$ cat src/rtl/ep_desc_pkg.sv
// constants for the endpoint descriptor store, decoder and serializer
// assumes a single clk_sys domain at 20 MHz with synchronous reset
package ep_desc_pkg;
	localparam logic [7:0] DESC_LEN      = 8'h07;
	localparam logic [7:0] DESC_TYPE_EP  = 8'h05;
	localparam logic [7:0] DESC_TYPE_CFG = 8'h02;
	localparam int         NUM_BYTES     = 7;
	// byte offsets inside the descriptor
	localparam logic [2:0] OFS_LEN       = 3'h0;
	localparam logic [2:0] OFS_TYPE      = 3'h1;
	localparam logic [2:0] OFS_ADDR      = 3'h2;
	localparam logic [2:0] OFS_ATTR      = 3'h3;
	localparam logic [2:0] OFS_MPS_LO    = 3'h4;
	localparam logic [2:0] OFS_MPS_HI    = 3'h5;
	localparam logic [2:0] OFS_IVAL      = 3'h6;
	// field positions
	localparam int ADDR_DIR_BIT  = 7;
	localparam int XFER_LSB      = 0;
	localparam int SYNC_LSB      = 2;
	localparam int USAGE_LSB     = 4;
	localparam int MULT_LSB      = 11;
	// register map of the plain port (byte-wide word per offset)
	localparam logic [3:0] REG_ADDR    = 4'h0;
	localparam logic [3:0] REG_ATTR    = 4'h1;
	localparam logic [3:0] REG_MPS_LO  = 4'h2;
	localparam logic [3:0] REG_MPS_HI  = 4'h3;
	localparam logic [3:0] REG_IVAL    = 4'h4;
	localparam logic [3:0] REG_CTRL    = 4'h5;
	localparam logic [3:0] REG_STATUS  = 4'h6;
	localparam logic [3:0] REG_DECODE  = 4'h7;
	// reset values: a legal full-speed bulk IN endpoint 1, 64 bytes
	localparam logic [7:0] RST_ADDR    = 8'h81;
	localparam logic [7:0] RST_ATTR    = 8'h02;
	localparam logic [7:0] RST_MPS_LO  = 8'h40;
	localparam logic [7:0] RST_MPS_HI  = 8'h00;
	localparam logic [7:0] RST_IVAL    = 8'h00;
	localparam logic [7:0] RST_CTRL    = 8'h00;
	// limits
	localparam logic [7:0]  IVAL_EXP_MAX = 8'h10;
	localparam logic [10:0] MPS_MULT2_MIN = 11'h201;
	localparam logic [10:0] MPS_MULT3_MIN = 11'h2AB;
	localparam logic [10:0] MPS_HS_MAX    = 11'h400;
	// timing units of the interval field
	localparam int FRAME_US      = 1000;
	localparam int UFRAME_NS     = 125000;
	typedef enum logic [1:0] {XFER_CTRL, XFER_ISO, XFER_BULK, XFER_INT} xfer_e;
	typedef enum logic [1:0] {SPEED_LOW, SPEED_FULL, SPEED_HIGH} speed_e;
endpackage

$ cat src/rtl/ep_desc_if.sv
// carries the raw descriptor fields from store to checker and the verdict back
// assumes both ends sit in the clk_sys domain
interface ep_desc_if;
	import ep_desc_pkg::*;
	logic [7:0]  addr;
	logic [7:0]  attr;
	logic [15:0] mps;
	logic [7:0]  ival;
	logic [1:0]  speed;
	logic        bad_ep0;
	logic        bad_rsvd;
	logic        bad_ival;
	logic        bad_mps;
	logic        bad_fb;
	modport store (output addr, attr, mps, ival, speed,
		input bad_ep0, bad_rsvd, bad_ival, bad_mps, bad_fb);
	modport check (input addr, attr, mps, ival, speed,
		output bad_ep0, bad_rsvd, bad_ival, bad_mps, bad_fb);
endinterface

$ cat src/rtl/ep_desc_check.sv
// combinational legality check of one endpoint descriptor
// assumes field values are stable registers of the parent
module ep_desc_check
	import ep_desc_pkg::*;
(
	ep_desc_if.check d
);
	xfer_e      xfer;
	logic [1:0] usage;
	logic [1:0] mult;
	logic [10:0] size;
	logic       hs;

	always_comb
	begin
		xfer  = xfer_e'(d.attr[XFER_LSB +: 2]);
		usage = d.attr[USAGE_LSB +: 2];
		mult  = d.mps[MULT_LSB +: 2];
		size  = d.mps[10:0];
		hs    = (d.speed == SPEED_HIGH);
		d.bad_ep0 = (d.addr[3:0] == 4'h0);
		d.bad_rsvd = (d.addr[6:4] != 3'h0)
			|| (d.attr[7:6] != 2'h0)
			|| ((xfer != XFER_ISO) && (d.attr[5:2] != 4'h0))
			|| ((xfer == XFER_ISO) && (usage == 2'h3))
			|| (d.mps[15:13] != 3'h0)
			|| (mult == 2'h3)
			|| ((mult != 2'h0) && !(hs && (xfer == XFER_ISO || xfer == XFER_INT)));
		d.bad_fb = (usage == 2'h1)
			&& ((xfer != XFER_ISO) || (d.attr[SYNC_LSB +: 2] != 2'h0));
		d.bad_mps = ((mult == 2'h1) && ((size < MPS_MULT2_MIN) || (size > MPS_HS_MAX)))
			|| ((mult == 2'h2) && ((size < MPS_MULT3_MIN) || (size > MPS_HS_MAX)));
		case (xfer)
			XFER_ISO:
				d.bad_ival = (d.speed != SPEED_LOW)
					&& ((d.ival == 8'h00) || (d.ival > IVAL_EXP_MAX));
			XFER_INT:
				if (hs)
					d.bad_ival = (d.ival == 8'h00) || (d.ival > IVAL_EXP_MAX);
				else
					d.bad_ival = (d.ival == 8'h00);
			default:
				d.bad_ival = 1'b0;
		endcase
	end
endmodule

$ cat src/rtl/ep_desc_core.sv
// endpoint descriptor store, serializer and decoder
// assumes the request decoder upstream pulses get_cfg/get_ep and pops bytes
// Functional notes
// - descriptor bytes go out only during a configuration read
// - a direct endpoint get or set request is refused; the code stalls it only while the serializer is idle
// - endpoint zero is never reported
// - bytes: length, type, address, attributes, size low, size high, interval
// - address: number bits 3..0, bits 6..4 zero, bit 7 direction
// - attribute bits 1..0 give the transfer type
// - non-isochronous attribute bits 5..2 are reported zero
// - isochronous bits 3..2 give synchronization type
// - other attribute bits reported zero, ignored by host
// - size bits 10..0 give max payload bytes
// - high-speed periodic size bits 12..11 give extra transactions
// - size bits 15..13 reported zero
// - interval unit is 1 ms frame or 125 us microframe
// - isochronous interval 1..16, period two to value minus one; interval not checked at low speed
// - full/low-speed interrupt interval 1..255 frames directly
// - high-speed interrupt interval 1..16, exponential period
// - high-speed bulk/control OUT interval 0..255 as NAK rate
// - feedback usage requires isochronous with no synchronization
// - extra transaction codes force minimum packet sizes 513 or 683
//
// The implementer's own choices: the placing of the registers and strobed register access.
module ep_desc_core
	import ep_desc_pkg::*;
(
	input  wire logic       clk_sys,
	input  wire logic       srst,
	input  wire logic [3:0] reg_addr,
	input  wire logic [7:0] reg_wdata,
	input  wire logic       reg_wr,
	input  wire logic       reg_rd,
	output logic      [7:0] reg_rdata,
	input  wire logic [1:0] speed,
	input  wire logic       get_cfg,
	input  wire logic       get_ep,
	input  wire logic       set_ep,
	input  wire logic       byte_pop,
	output logic      [7:0] byte_data,
	output logic            byte_valid,
	output logic            byte_last,
	output logic            req_stall,
	output logic      [3:0] ep_num,
	output logic            ep_dir_in,
	output logic      [1:0] ep_xfer,
	output logic      [1:0] ep_sync,
	output logic      [1:0] ep_usage,
	output logic     [10:0] ep_max_size,
	output logic      [1:0] ep_trans,
	output logic     [16:0] ep_period,
	output logic            malformed
);
	ep_desc_if d ();

	////////////////////////////////////////////////////////////////
	// software registers
	logic [7:0] addr_r, addr_nxt;
	logic [7:0] attr_r, attr_nxt;
	logic [7:0] mps_lo_r, mps_lo_nxt;
	logic [7:0] mps_hi_r, mps_hi_nxt;
	logic [7:0] ival_r, ival_nxt;
	logic [7:0] ctrl_r, ctrl_nxt;
	logic       bad_any;

	assign d.addr  = addr_r;
	assign d.attr  = attr_r;
	assign d.mps   = {mps_hi_r, mps_lo_r};
	assign d.ival  = ival_r;
	assign d.speed = speed;
	assign bad_any = d.bad_ep0 | d.bad_rsvd | d.bad_ival | d.bad_mps | d.bad_fb;

	ep_desc_check u_check (
		.d (d.check)
	);

	always_comb
	begin
		addr_nxt   = addr_r;
		attr_nxt   = attr_r;
		mps_lo_nxt = mps_lo_r;
		mps_hi_nxt = mps_hi_r;
		ival_nxt   = ival_r;
		ctrl_nxt   = ctrl_r;
		if (reg_wr)
		begin
			case (reg_addr)
				REG_ADDR:   addr_nxt   = reg_wdata;
				REG_ATTR:   attr_nxt   = reg_wdata;
				REG_MPS_LO: mps_lo_nxt = reg_wdata;
				REG_MPS_HI: mps_hi_nxt = reg_wdata;
				REG_IVAL:   ival_nxt   = reg_wdata;
				REG_CTRL:   ctrl_nxt   = {7'h00, reg_wdata[0]};
				default:    ;
			endcase
		end
	end

	always_ff @(posedge clk_sys)
	begin
		if (srst)
		begin
			addr_r   <= RST_ADDR;
			attr_r   <= RST_ATTR;
			mps_lo_r <= RST_MPS_LO;
			mps_hi_r <= RST_MPS_HI;
			ival_r   <= RST_IVAL;
			ctrl_r   <= RST_CTRL;
		end
		else
		begin
			addr_r   <= addr_nxt;
			attr_r   <= attr_nxt;
			mps_lo_r <= mps_lo_nxt;
			mps_hi_r <= mps_hi_nxt;
			ival_r   <= ival_nxt;
			ctrl_r   <= ctrl_nxt;
		end
	end

	////////////////////////////////////////////////////////////////
	// read port, one cycle latency
	logic [7:0] rdata_nxt;

	always_comb
	begin
		rdata_nxt = 8'h00;
		if (reg_rd)
		begin
			case (reg_addr)
				REG_ADDR:   rdata_nxt = addr_r;
				REG_ATTR:   rdata_nxt = attr_r;
				REG_MPS_LO: rdata_nxt = mps_lo_r;
				REG_MPS_HI: rdata_nxt = mps_hi_r;
				REG_IVAL:   rdata_nxt = ival_r;
				REG_CTRL:   rdata_nxt = ctrl_r;
				REG_STATUS: rdata_nxt = {2'h0, bad_any, d.bad_fb, d.bad_mps,
					d.bad_ival, d.bad_rsvd, d.bad_ep0};
				REG_DECODE: rdata_nxt = {ep_dir_in, 1'b0, ep_trans, ep_xfer, ep_usage};
				default:    rdata_nxt = 8'h00;
			endcase
		end
	end

	always_ff @(posedge clk_sys)
	begin
		if (srst)
			reg_rdata <= 8'h00;
		else
			reg_rdata <= rdata_nxt;
	end

	////////////////////////////////////////////////////////////////
	// serializer: the descriptor leaves only inside a configuration read
	typedef enum logic [1:0] {SER_IDLE, SER_SEND, SER_STALL} ser_e;
	ser_e       ser_r, ser_nxt;
	logic [2:0] idx_r, idx_nxt;
	logic [7:0] cur_byte;
	logic       enabled;

	// a malformed endpoint is withheld rather than sent to confuse the host
	assign enabled = ctrl_r[0] && !bad_any;

	always_comb
	begin
		case (idx_nxt)
			OFS_LEN:    cur_byte = DESC_LEN;
			OFS_TYPE:   cur_byte = DESC_TYPE_EP;
			OFS_ADDR:   cur_byte = addr_r;
			OFS_ATTR:   cur_byte = attr_r;
			OFS_MPS_LO: cur_byte = mps_lo_r;
			OFS_MPS_HI: cur_byte = mps_hi_r;
			OFS_IVAL:   cur_byte = ival_r;
			default:    cur_byte = 8'h00;
		endcase
	end

	always_comb
	begin
		ser_nxt = ser_r;
		idx_nxt = idx_r;
		case (ser_r)
			SER_IDLE:
				if (get_ep || set_ep)
					ser_nxt = SER_STALL;
				else if (get_cfg && enabled)
				begin
					ser_nxt = SER_SEND;
					idx_nxt = 3'h0;
				end
			SER_SEND:
				if (byte_pop)
				begin
					if (idx_r == 3'(NUM_BYTES - 1))
						ser_nxt = SER_IDLE;
					else
						idx_nxt = idx_r + 3'h1;
				end
			SER_STALL:
				ser_nxt = SER_IDLE;
			default:
				ser_nxt = SER_IDLE;
		endcase
	end

	always_ff @(posedge clk_sys)
	begin
		if (srst)
		begin
			ser_r      <= SER_IDLE;
			idx_r      <= 3'h0;
			byte_data  <= 8'h00;
			byte_valid <= 1'b0;
			byte_last  <= 1'b0;
			req_stall  <= 1'b0;
		end
		else
		begin
			ser_r      <= ser_nxt;
			idx_r      <= idx_nxt;
			byte_valid <= (ser_nxt == SER_SEND);
			byte_data  <= (ser_nxt == SER_SEND) ? cur_byte : 8'h00;
			byte_last  <= (ser_nxt == SER_SEND) && (idx_nxt == 3'(NUM_BYTES - 1));
			req_stall  <= (ser_nxt == SER_STALL);
		end
	end

	////////////////////////////////////////////////////////////////
	// decoded view of the stored descriptor
	logic [16:0] period_nxt;
	logic [3:0]  ival_exp;

	always_comb
	begin
		ival_exp = (ival_r == 8'h00) ? 4'h0 : 4'(ival_r - 8'h01);
		case (xfer_e'(attr_r[XFER_LSB +: 2]))
			XFER_ISO:
				period_nxt = 17'h00001 << ival_exp;
			XFER_INT:
				if (speed == SPEED_HIGH)
					period_nxt = 17'h00001 << ival_exp;
				else
					period_nxt = {9'h000, ival_r};
			default:
				period_nxt = {9'h000, ival_r};
		endcase
	end

	always_ff @(posedge clk_sys)
	begin
		if (srst)
		begin
			ep_num      <= 4'h0;
			ep_dir_in   <= 1'b0;
			ep_xfer     <= 2'h0;
			ep_sync     <= 2'h0;
			ep_usage    <= 2'h0;
			ep_max_size <= 11'h000;
			ep_trans    <= 2'h0;
			ep_period   <= 17'h00000;
			malformed   <= 1'b0;
		end
		else
		begin
			ep_num      <= addr_r[3:0];
			// direction is meaningless for control endpoints
			ep_dir_in   <= addr_r[ADDR_DIR_BIT]
				&& (attr_r[XFER_LSB +: 2] != 2'h0);
			ep_xfer     <= attr_r[XFER_LSB +: 2];
			ep_sync     <= (attr_r[1:0] == 2'h1) ? attr_r[SYNC_LSB +: 2] : 2'h0;
			ep_usage    <= (attr_r[1:0] == 2'h1) ? attr_r[USAGE_LSB +: 2] : 2'h0;
			ep_max_size <= mps_lo_r[7:0] == 8'h00 && mps_hi_r[2:0] == 3'h0
				? 11'h000 : {mps_hi_r[2:0], mps_lo_r};
			ep_trans    <= mps_hi_r[4:3];
			ep_period   <= period_nxt;
			malformed   <= bad_any;
		end
	end

	////////////////////////////////////////////////////////////////
	// checks
	a_stall_on_direct: assert property (@(posedge clk_sys) disable iff (srst)
		(ser_r == SER_IDLE && (get_ep || set_ep)) |=> req_stall && !byte_valid)
		else $error("direct endpoint request not refused");
	a_send_needs_cfg: assert property (@(posedge clk_sys) disable iff (srst)
		$rose(byte_valid) |-> $past(get_cfg) && byte_data == DESC_LEN)
		else $error("descriptor sent outside configuration read");
	a_no_ep0_sent: assert property (@(posedge clk_sys) disable iff (srst)
		$rose(byte_valid) |-> addr_r[3:0] != 4'h0)
		else $error("endpoint zero reported");
	a_second_type: assert property (@(posedge clk_sys) disable iff (srst)
		(byte_valid && byte_pop && idx_r == OFS_LEN) |=> byte_data == DESC_TYPE_EP)
		else $error("descriptor type byte misplaced");
	a_last_is_ival: assert property (@(posedge clk_sys) disable iff (srst)
		byte_last |-> byte_valid && byte_data == ival_r)
		else $error("last byte not interval");
	a_ctrl_dir_zero: assert property (@(posedge clk_sys) disable iff (srst)
		##1 ($past(attr_r[1:0]) == 2'h0) |-> !ep_dir_in)
		else $error("control endpoint given a direction");
	a_malformed_rsvd: assert property (@(posedge clk_sys) disable iff (srst)
		(mps_hi_r[7:5] != 3'h0) |=> malformed)
		else $error("reserved size bits not flagged");
	a_period_exp: assert property (@(posedge clk_sys) disable iff (srst)
		(attr_r[1:0] == 2'h1 && ival_r == 8'h04) [*2] |-> ep_period == 17'h00008)
		else $error("isochronous period wrong");
	a_bad_mult_size: assert property (@(posedge clk_sys) disable iff (srst)
		(mps_hi_r[4:3] == 2'h1 && {mps_hi_r[2:0], mps_lo_r} < 11'h201) |-> d.bad_mps)
		else $error("short packet with extra transactions passed");
	a_fb_sync: assert property (@(posedge clk_sys) disable iff (srst)
		(attr_r[5:4] == 2'h1 && attr_r[3:2] != 2'h0) |-> bad_any ##1 malformed)
		else $error("feedback endpoint with sync passed");
endmodule

$ cat config.mk
export PLATFORM = sky130hd
export DESIGN_NAME = ep_desc_core
export DESIGN_NICKNAME = d
export VERILOG_FILES = /design/src/rtl/ep_desc_pkg.sv /design/src/rtl/ep_desc_if.sv /design/src/rtl/ep_desc_check.sv /design/src/rtl/ep_desc_core.sv
export SDC_FILE = /design/constraint.sdc
export NUM_CORES = 1
export LEC_CHECK = 0
export ABC_CLOCK_PERIOD_IN_PS = 4080
export BUFFER_PORTS_ARGS = -buffer_cell sky130_fd_sc_hd__buf_4
export CAP_MARGIN = 5
export CORE_ASPECT_RATIO = 0.6
export CORE_UTILIZATION = 55
export CTS_BUF_LIST = sky130_fd_sc_hd__clkbuf_8
export DETAILED_ROUTE_END_ITERATION = 12
export PLACE_DENSITY_LB_ADDON = 0.3
export SETUP_SLACK_MARGIN = 0.5
export SYNTH_ARGS = -nofsm -noshare
export SYNTH_HDL_FRONTEND = slang
export SYNTH_SLANG_ARGS = --single-unit
$ cat constraint.sdc
create_clock -name clk_sys -period 4.08 [get_ports clk_sys]
set_input_delay 0.408 -clock clk_sys [delete_from_list [all_inputs] [get_ports clk_sys]]
set_output_delay 0.408 -clock clk_sys [all_outputs]
set_load 0.02 [all_outputs]
==> key figures, run 1 <==
Critical path
  • CP max FO: 11
  • WP data arrival: roughly 3.7 ns
  • FF-to-FF setup slack: between 0.6 and 0.7 ns
  • FF-to-FF Start: d.ival[0]$_SDFFE_PP0P_
  • FF-to-FF path depth: 10
  • Reg2reg end: byte_data[6]$_SDFF_PP0_
  • WS Path Type: reg2reg
  • Required time of the critical path: approximately 4.3 ns
  • Startpoint types: register
  • Critical path capture point type: register

Global routing
  • GRT met3 Usage: 0.135
  • Vias in the first global route: 3899
  • All-layer global routing usage: 0.333
  • Largest net degree at the start of global routing: between 70 and 80
  • GRT met1 Usage: 0.466
  • First-pass GRT wire length: between 20000 and 25000 um
  • Busiest metal layer after global routing: met2
  • Met2 Use GR: 0.478
  • Antenna violations before repair: 0
  • Gr ovfl total: 0

Timing
  • Setup_tns: 0 ns
  • Final critical-path share of the clock period: 0.839
  • Worst-Margin Slew: 0.801 ns
  • Hold Vio Cnt, Final: 0
  • Headroom to the max-slew limit: 0.466
  • Max Freq: 292 MHz
  • Slew Limit Fails: 0
  • Minimum clock period: ~3.4 ns
  • Final setup viols: 0
  • Unrepaired setup endpoints after global routing: false
  • Clk_skew: 0.00715 ns

Clocking
  • Post-cts sizing count: 0
  • Worst-path clk slew: ~0.10 ns
  • Clock Path Buffers: 2
  • Cts-stage hold buffer count: 0
  • Post-CTS Setup Repair Bufs: 0
  • CTS H-tree lvls: 3
  • Num CTS Buffers: 9
  • Root Driver: clkbuf_8
  • CTS tree: built
  • CTS sink count: 106
  • Clock Latency Late Sink: about 0.38 ns

Logic synthesis
  • Synthesized area per cell: slightly above 9 sq um
  • Syn nets: 544
  • Sequential area share after synthesis: 0.440
  • Synth Instances: ~520
  • Yosys top cell by area: dfxtp_1
  • Most frequent cell after synthesis: dfxtp_1
  • #FFs+latches synth: about 110
  • Synth top area share: 0.440
  • Ys Warns: 0
  • Ys flop type: dfxtp_1
  • Area of the mapped netlist: 4820 sq um
  • Dominant cells by area after synthesis: dfxtp_1 44%, mux2i_1 12%, nor2_1 6.2%, nor2b_1 3.6%, nand2_1 2.5%
  • Synth top cells by count: 106 x dfxtp_1, 80 x nor2_1, 58 x mux2i_1
  • Asr flop ratio synth: 0
  • Count of cell types in the netlist: 61
  • Post-synth EDFFs: 0

Place
  • DP HPWL: 10900 um
  • # port buffers: 81
  • Placer congestion estimate: 1.03

Power
  • Internal Power: approximately 1.4 mW
  • Pwr/cell area: between 300 and 400 nW/um^2
  • Static leakage: about 2.5 nW
  • Net Sw Power: about 0.47 mW
  • Sequential Power Share: 0.570
  • Total power: roughly 1.9 mW
  • Comb power frac: 0.084
  • Clock network fraction of total power: 0.346
  • Max IR drop VDD: around 0.00027 V
  • Switching Share: 0.253

Final layout
  • Util after Layout: 0.666
  • Multi-input logic area: ~2500 sq um
  • Share of post-route cells with drive strength above 1: 0.201
  • Area delta synth->final: 17.3%
  • Fillers: 712
  • N_diodes: 0
  • Fin nets: approximately 610
  • Register area: 2120 sq um

Drt
  • Via count: ~4400
  • Post-DRT Antenna Nets: 0
  • First DRT Iteration DRCs: between 400 and 500
  • Final wirelength: about 15000 um
  • Residual DRC count: 0
  • Via density: roughly 6.3
  • DRT Pass-1 Iters: 5
  • Routed WL per cell: 20.8 um

Die
  • Row count: 26
  • Core footprint: about 8500 sq um
  • Starting Density: 0.568
  • Die width: 123 um
  • Die area: around 9200 sq um
  • Die H: approximately 75 um
  • I/O pin cnt: 83

Worst hold path
  • Hold Path Cell Cnt: 3
  • Hold EP: mps_lo_r[6]$_SDFFE_PP1P_
  • Hold Startpoint: reg_wdata[6]
  • Min-Delay Path Class: in2reg

Status
  • Status: complete, no violations

Run
  • Max Cap Viol: 0
## per-stage QoR
step | hold WS (ns) | setup slack (ns) | cells | instance area, sq um
3_3_place_gp | 0.532 | 1.02 | 687 | 5460
6_report | 0.291 | 0.655 | 703 | 5650
4_1_cts | 0.282 | 0.809 | 703 | 5650
3_5_place_dp | 0.541 | 0.846 | 687 | 5460
2_1_floorplan | 0.446 | 1.08 | 519 | 4820
5_1_grt | 0.291 | 0.541 | 703 | 5650
## cell families after synthesis
| group | after synthesis | share of synthesized area |
|---|---|---|
| and+or+nand+nor | 211 | 0.216 |
| adders and majority gates | 3 | 0.00779 |
| buffers and inverters | 38 | 0.0343 |
| xor gates and xnor gates | 2 | 0.00363 |
| AOI/OAI and AO/OA | 92 | 0.157 |
| DFF | 106 | 0.440 |
| other | 1 | 0.000778 |
| muxes | 66 | 0.140 |
## sequential cells by signal, indices dropped and copies added (netlist names)
| register | cells |
|---|---|
| ep_period | 16 |
| ep_xfer | 2 |
| ep_sync | 2 |
| byte_data | 8 |
| ep_num | 4 |
| byte_last | 1 |
| malformed | 1 |
| d.ival | 8 |
| mps_lo_r | 8 |
| ep_trans | 2 |
| idx_r | 3 |
| ep_dir_in | 1 |
| ctrl_r | 1 |
| byte_valid | 1 |
| attr_r | 8 |
| reg_rdata | 8 |
| ep_usage | 2 |
| ep_max_size | 11 |
| addr_r | 8 |
| req_stall | 1 |
| mps_hi_r | 8 |
| ser_r | 2 |
## layout by cell type (no fill, tap or decap), types with 2 or more instances in the layout
master / synthesis / layout
a221oi_2: 2 / 2
and2_1: 7 / 7
mux2_2: 7 / 7
a22o_1: 10 / 10
mux2i_1: 58 / 58
ha_1: 3 / 3
nand4_1: 2 / 2
dfxtp_1: 106 / 106
a21o_1: 4 / 4
nand3b_1: 4 / 4
a2111oi_4: 2 / 2
o21a_1: 3 / 3
a21oi_4: 2 / 2
nor4_1: 9 / 9
nand3_1: 16 / 16
buf_4: 3 / 83
a222oi_1: 4 / 4
nor2b_1: 28 / 28
nand2_1: 32 / 32
o211a_1: 2 / 2
o22ai_1: 10 / 10
or3_1: 2 / 2
o21ai_0: 6 / 6
nand2b_1: 6 / 6
a221oi_1: 13 / 13
inv_1: 11 / 14
nor2_1: 80 / 80
clkbuf_8: 0 / 9
xor2_1: 2 / 2
a41oi_1: 3 / 3
a21oi_1: 19 / 19
nor3_1: 13 / 13
## worst max path at each step
stage | start | endpoint
after floorplan | d.ival[0]$_SDFFE_PP0P_ | byte_data[3]$_SDFF_PP0_
after global placement | d.ival[0]$_SDFFE_PP0P_ | byte_data[6]$_SDFF_PP0_
after detailed placement | d.ival[0]$_SDFFE_PP0P_ | byte_data[6]$_SDFF_PP0_
after CTS | d.ival[1]$_SDFFE_PP0P_ | byte_data[6]$_SDFF_PP0_
after global routing | d.ival[1]$_SDFFE_PP0P_ | byte_data[6]$_SDFF_PP0_
final | d.ival[0]$_SDFFE_PP0P_ | byte_data[6]$_SDFF_PP0_
## power by group through the flow
stage / clock (mW) / sequential (mW) / combinational [mW]
finish: 0.644 / 1.06 / 0.156
global route: 0.697 / 1.06 / 0.166
CTS: 0.655 / 1.06 / 0.152
detailed placement: 0 / 1.09 / 0.152
global placement: 0 / 1.09 / 0.149
floorplan: 0 / 1.09 / 0.0942
## cell type report
class | instances | share of cell area
Inverter | 11 | 0.00730
Multi-Input combinational cell | 375 | 0.448
Clock inverter | 7 | 0.0124
Timing Repair Buffer | 83 | 0.110
Sequential cell | 106 | 0.375
Clock buffer | 9 | 0.0219
Tap cell | 112 | 0.0248
## worst max-delay path, cell delays in order, from the launching register on
cell       delay [ns]
dfxtp_1          0.42
inv_1            0.10
ha_1             0.18
or3b_1           0.40
o22ai_1          0.17
a222oi_1         0.13
buf_4            0.19
a2111oi_4        0.53
o21a_1           0.51
o21ai_4          0.18
nor3_1           0.46
## layer usage
metal | share of wire | vias up
met2 | 0.42 | 280
met5 | 0 | -
met3 | 0.12 | 36
met4 | 0.017 | 0
met1 | 0.44 | 2125
li1 | - | 1994
No activity file was read; power rests on OpenSTA's default activity.
==> run 2: changes to the inputs <==
Settings changed: ABC_CLOCK_PERIOD_IN_PS 4080 to 3000, CORE_UTILIZATION 55 to 52.
Clock period 4.08 ns to 3 ns, I/O delays scaled along.
==> key figures, run 2 (synthesis results as in run 1) <==
Status
  • Status: complete, no violations

Final layout
  • Finished Layout Cells: between 700 and 800
  • Share of post-route cells with drive strength above 1: 0.316
  • Fin nets: 663
  • Commonest non-fill, non-tap cells in the layout: 129 x buf_4, 104 x dfxtp_1, 79 x nor2_1
  • Top Registers: ep_period (16), ep_max_size (11)
  • Fillers: 693
  • N_diodes: 0
  • Max FFs per register: 16
  • Area delta synth->final: 29.7%
  • Top reg by flops: ep_period
  • Commonest non-fill, non-tap cell in the layout: buf_4
  • Post-route cell area: about 6300 sq um

Timing
  • Hold Vio Cnt, Final: 0
  • Unrepaired setup endpoints after global routing: true
  • Slew Limit Fails: 0
  • Clk_skew: between 0.009 and 0.01 ns
  • Minimum clock period: 2.75 ns
  • Headroom to the max-slew limit: 0.555
  • Final setup viols: 0
  • Hold slack: 0.175 ns
  • Max Freq: roughly 360 MHz
  • Setup_tns: 0 ns
  • Final critical-path share of the clock period: 0.916
  • Worst-Margin Slew: ~0.66 ns

Critical path
  • Worst path bufs/invs: 3
  • Largest stage delay, worst path: 0.39 ns
  • Crit-path cells: inv_2 -> ha_4 -> or3b_4 -> o22ai_2 -> a222oi_1 -> buf_4 -> a2111oi_4 -> buf_4 -> a21oi_4 -> mux2_4 -> a221oi_2 -> nor3_2
  • CP max FO: 7
  • Required time of the critical path: about 3.3 ns
  • WS Path Type: reg2reg
  • Most used cell along the critical path: buf_4
  • CP top delay family: compound AO/OA/AOI/OAI gates
  • Slowest CP cell: or3b_4
  • WP data arrival: 3.02 ns
  • Critical path capture point type: register
  • Startpoint types: register

Drt
  • Final wirelength: 15800 um
  • Residual DRC count: 0
  • Post-DRT Antenna Nets: 0
  • Via count: between 4000 and 5000
  • First DRT Iteration DRCs: 542
  • DRT Pass-1 Iters: 5
  • Routed WL per cell: roughly 21 um
  • Via density: approximately 6.0

Place
  • Placer congestion estimate: 0.954
  • DP HPWL: 11700 um
  • # port buffers: 81
  • Placed cell count: 718
  • Placed cell area: roughly 5800 sq um

Clocking
  • Num CTS Buffers: 9
  • Worst-path clk slew: between 0.1 and 0.15 ns
  • Clock Path Buffers: 2
  • Root Driver: clkbuf_8
  • CTS tree: built
  • Clock Latency Late Sink: around 0.38 ns
  • CTS H-tree lvls: 3
  • CTS sink count: roughly 110

Die
  • I/O pin cnt: 83
  • Core footprint: 8750 sq um
  • Starting Density: 0.551
  • Row count: 26
  • Die area: ~9700 sq um
  • Die H: between 70 and 80 um
  • Die width: about 130 um

Run
  • Max Cap Viol: 0

Global routing
  • All-layer global routing usage: 0.333
  • Antenna violations before repair: 0
  • Vias in the first global route: 4201
  • First-pass GRT wire length: approximately 24000 um
  • Gr ovfl total: 0
  • Largest net degree at the start of global routing: 46

Worst hold path
  • Min-Delay Path Class: in2reg

Power
  • Pwr/cell area: 404 nW/um^2
  • Max IR drop VDD: 0.000302 V
  • Static leakage: ~2.8 nW
-- run 2: cell types whose count changed in the layout (fill, tap and decap cells not counted), sizes merged --
| cell | delta |
|---|---|
| bufinv | -1 |
| clkinvlp | +2 |
| inv | -3 |
| clkinv | +2 |
| buf | +52 |
-- run 2: metal layers --
layer	GRT usage	share of wire
met5	0	0
met4	0.116	0.020
met3	0.129	0.14
met2	0.443	0.40
met1	0.481	0.45
-- run 2: worst min-delay path, delay by kind of cell --
| kind | cells | cell delay, ns |
|---|---|---|
| buffers and inverters | 1 | 0.11 |
| muxes | 1 | 0.07 |
| and+or+nand+nor | 1 | 0.06 |
-- run 2: area by class of cell --
class	instances	area (sq um)	share of cell area
Clock buffer	9	124	0.0198
Clock inverter	7	53.8	0.00861
Inverter	11	43.8	0.00701
Multi-Input combinational cell	375	2720	0.435
Sequential cell	106	2120	0.340
Tap cell	112	140	0.0224
Timing Repair Buffer	135	1040	0.167
-- run 2: timing repair --
item | CTS | global route
pin swaps | 13 | 9
setup buffers | 14 | 7
hold buffers | 0 | 0
resized for setup | 20 | 13
endpoints found under the setup margin | 13 | 10
-- run 2: power breakdown --
group / switching [mW] / total, mW / internal, mW
registers: 0.0185 / 1.44 / 1.42
logic: 0.146 / 0.254 / 0.109
clock network: 0.520 / 0.829 / 0.309
total: 0.684 / 2.53 / 1.84
-- run 2: worst paths after layout --
check	start	endpoint	slack (ns)	depth (start not counted)
worst max-delay path	d.ival[1]$_SDFFE_PP0P_	byte_data[3]$_SDFF_PP0_	0.25	12
worst min-delay path	reg_wdata[1]	attr_r[1]$_SDFFE_PP1P_	0.18	3
worst max register to register	d.ival[1]$_SDFFE_PP0P_	byte_data[3]$_SDFF_PP0_	0.25	12
worst min register to register	attr_r[5]$_SDFFE_PP0P_	ep_usage[1]$_SDFF_PP0_	0.54	2
-- run 2: per-stage QoR --
stage | setup WS, ns | utilization | total power [mW]
6_report | 0.252 | 0.714 | 2.53
5_1_grt | 0.208 | 0.714 | 2.60
4_1_cts | 0.320 | 0.702 | 2.52
3_5_place_dp | -0.127 | 0.657 | 1.70
3_3_place_gp | 0.0327 | 0.657 | 1.69
2_1_floorplan | 0.222 | - | 1.61
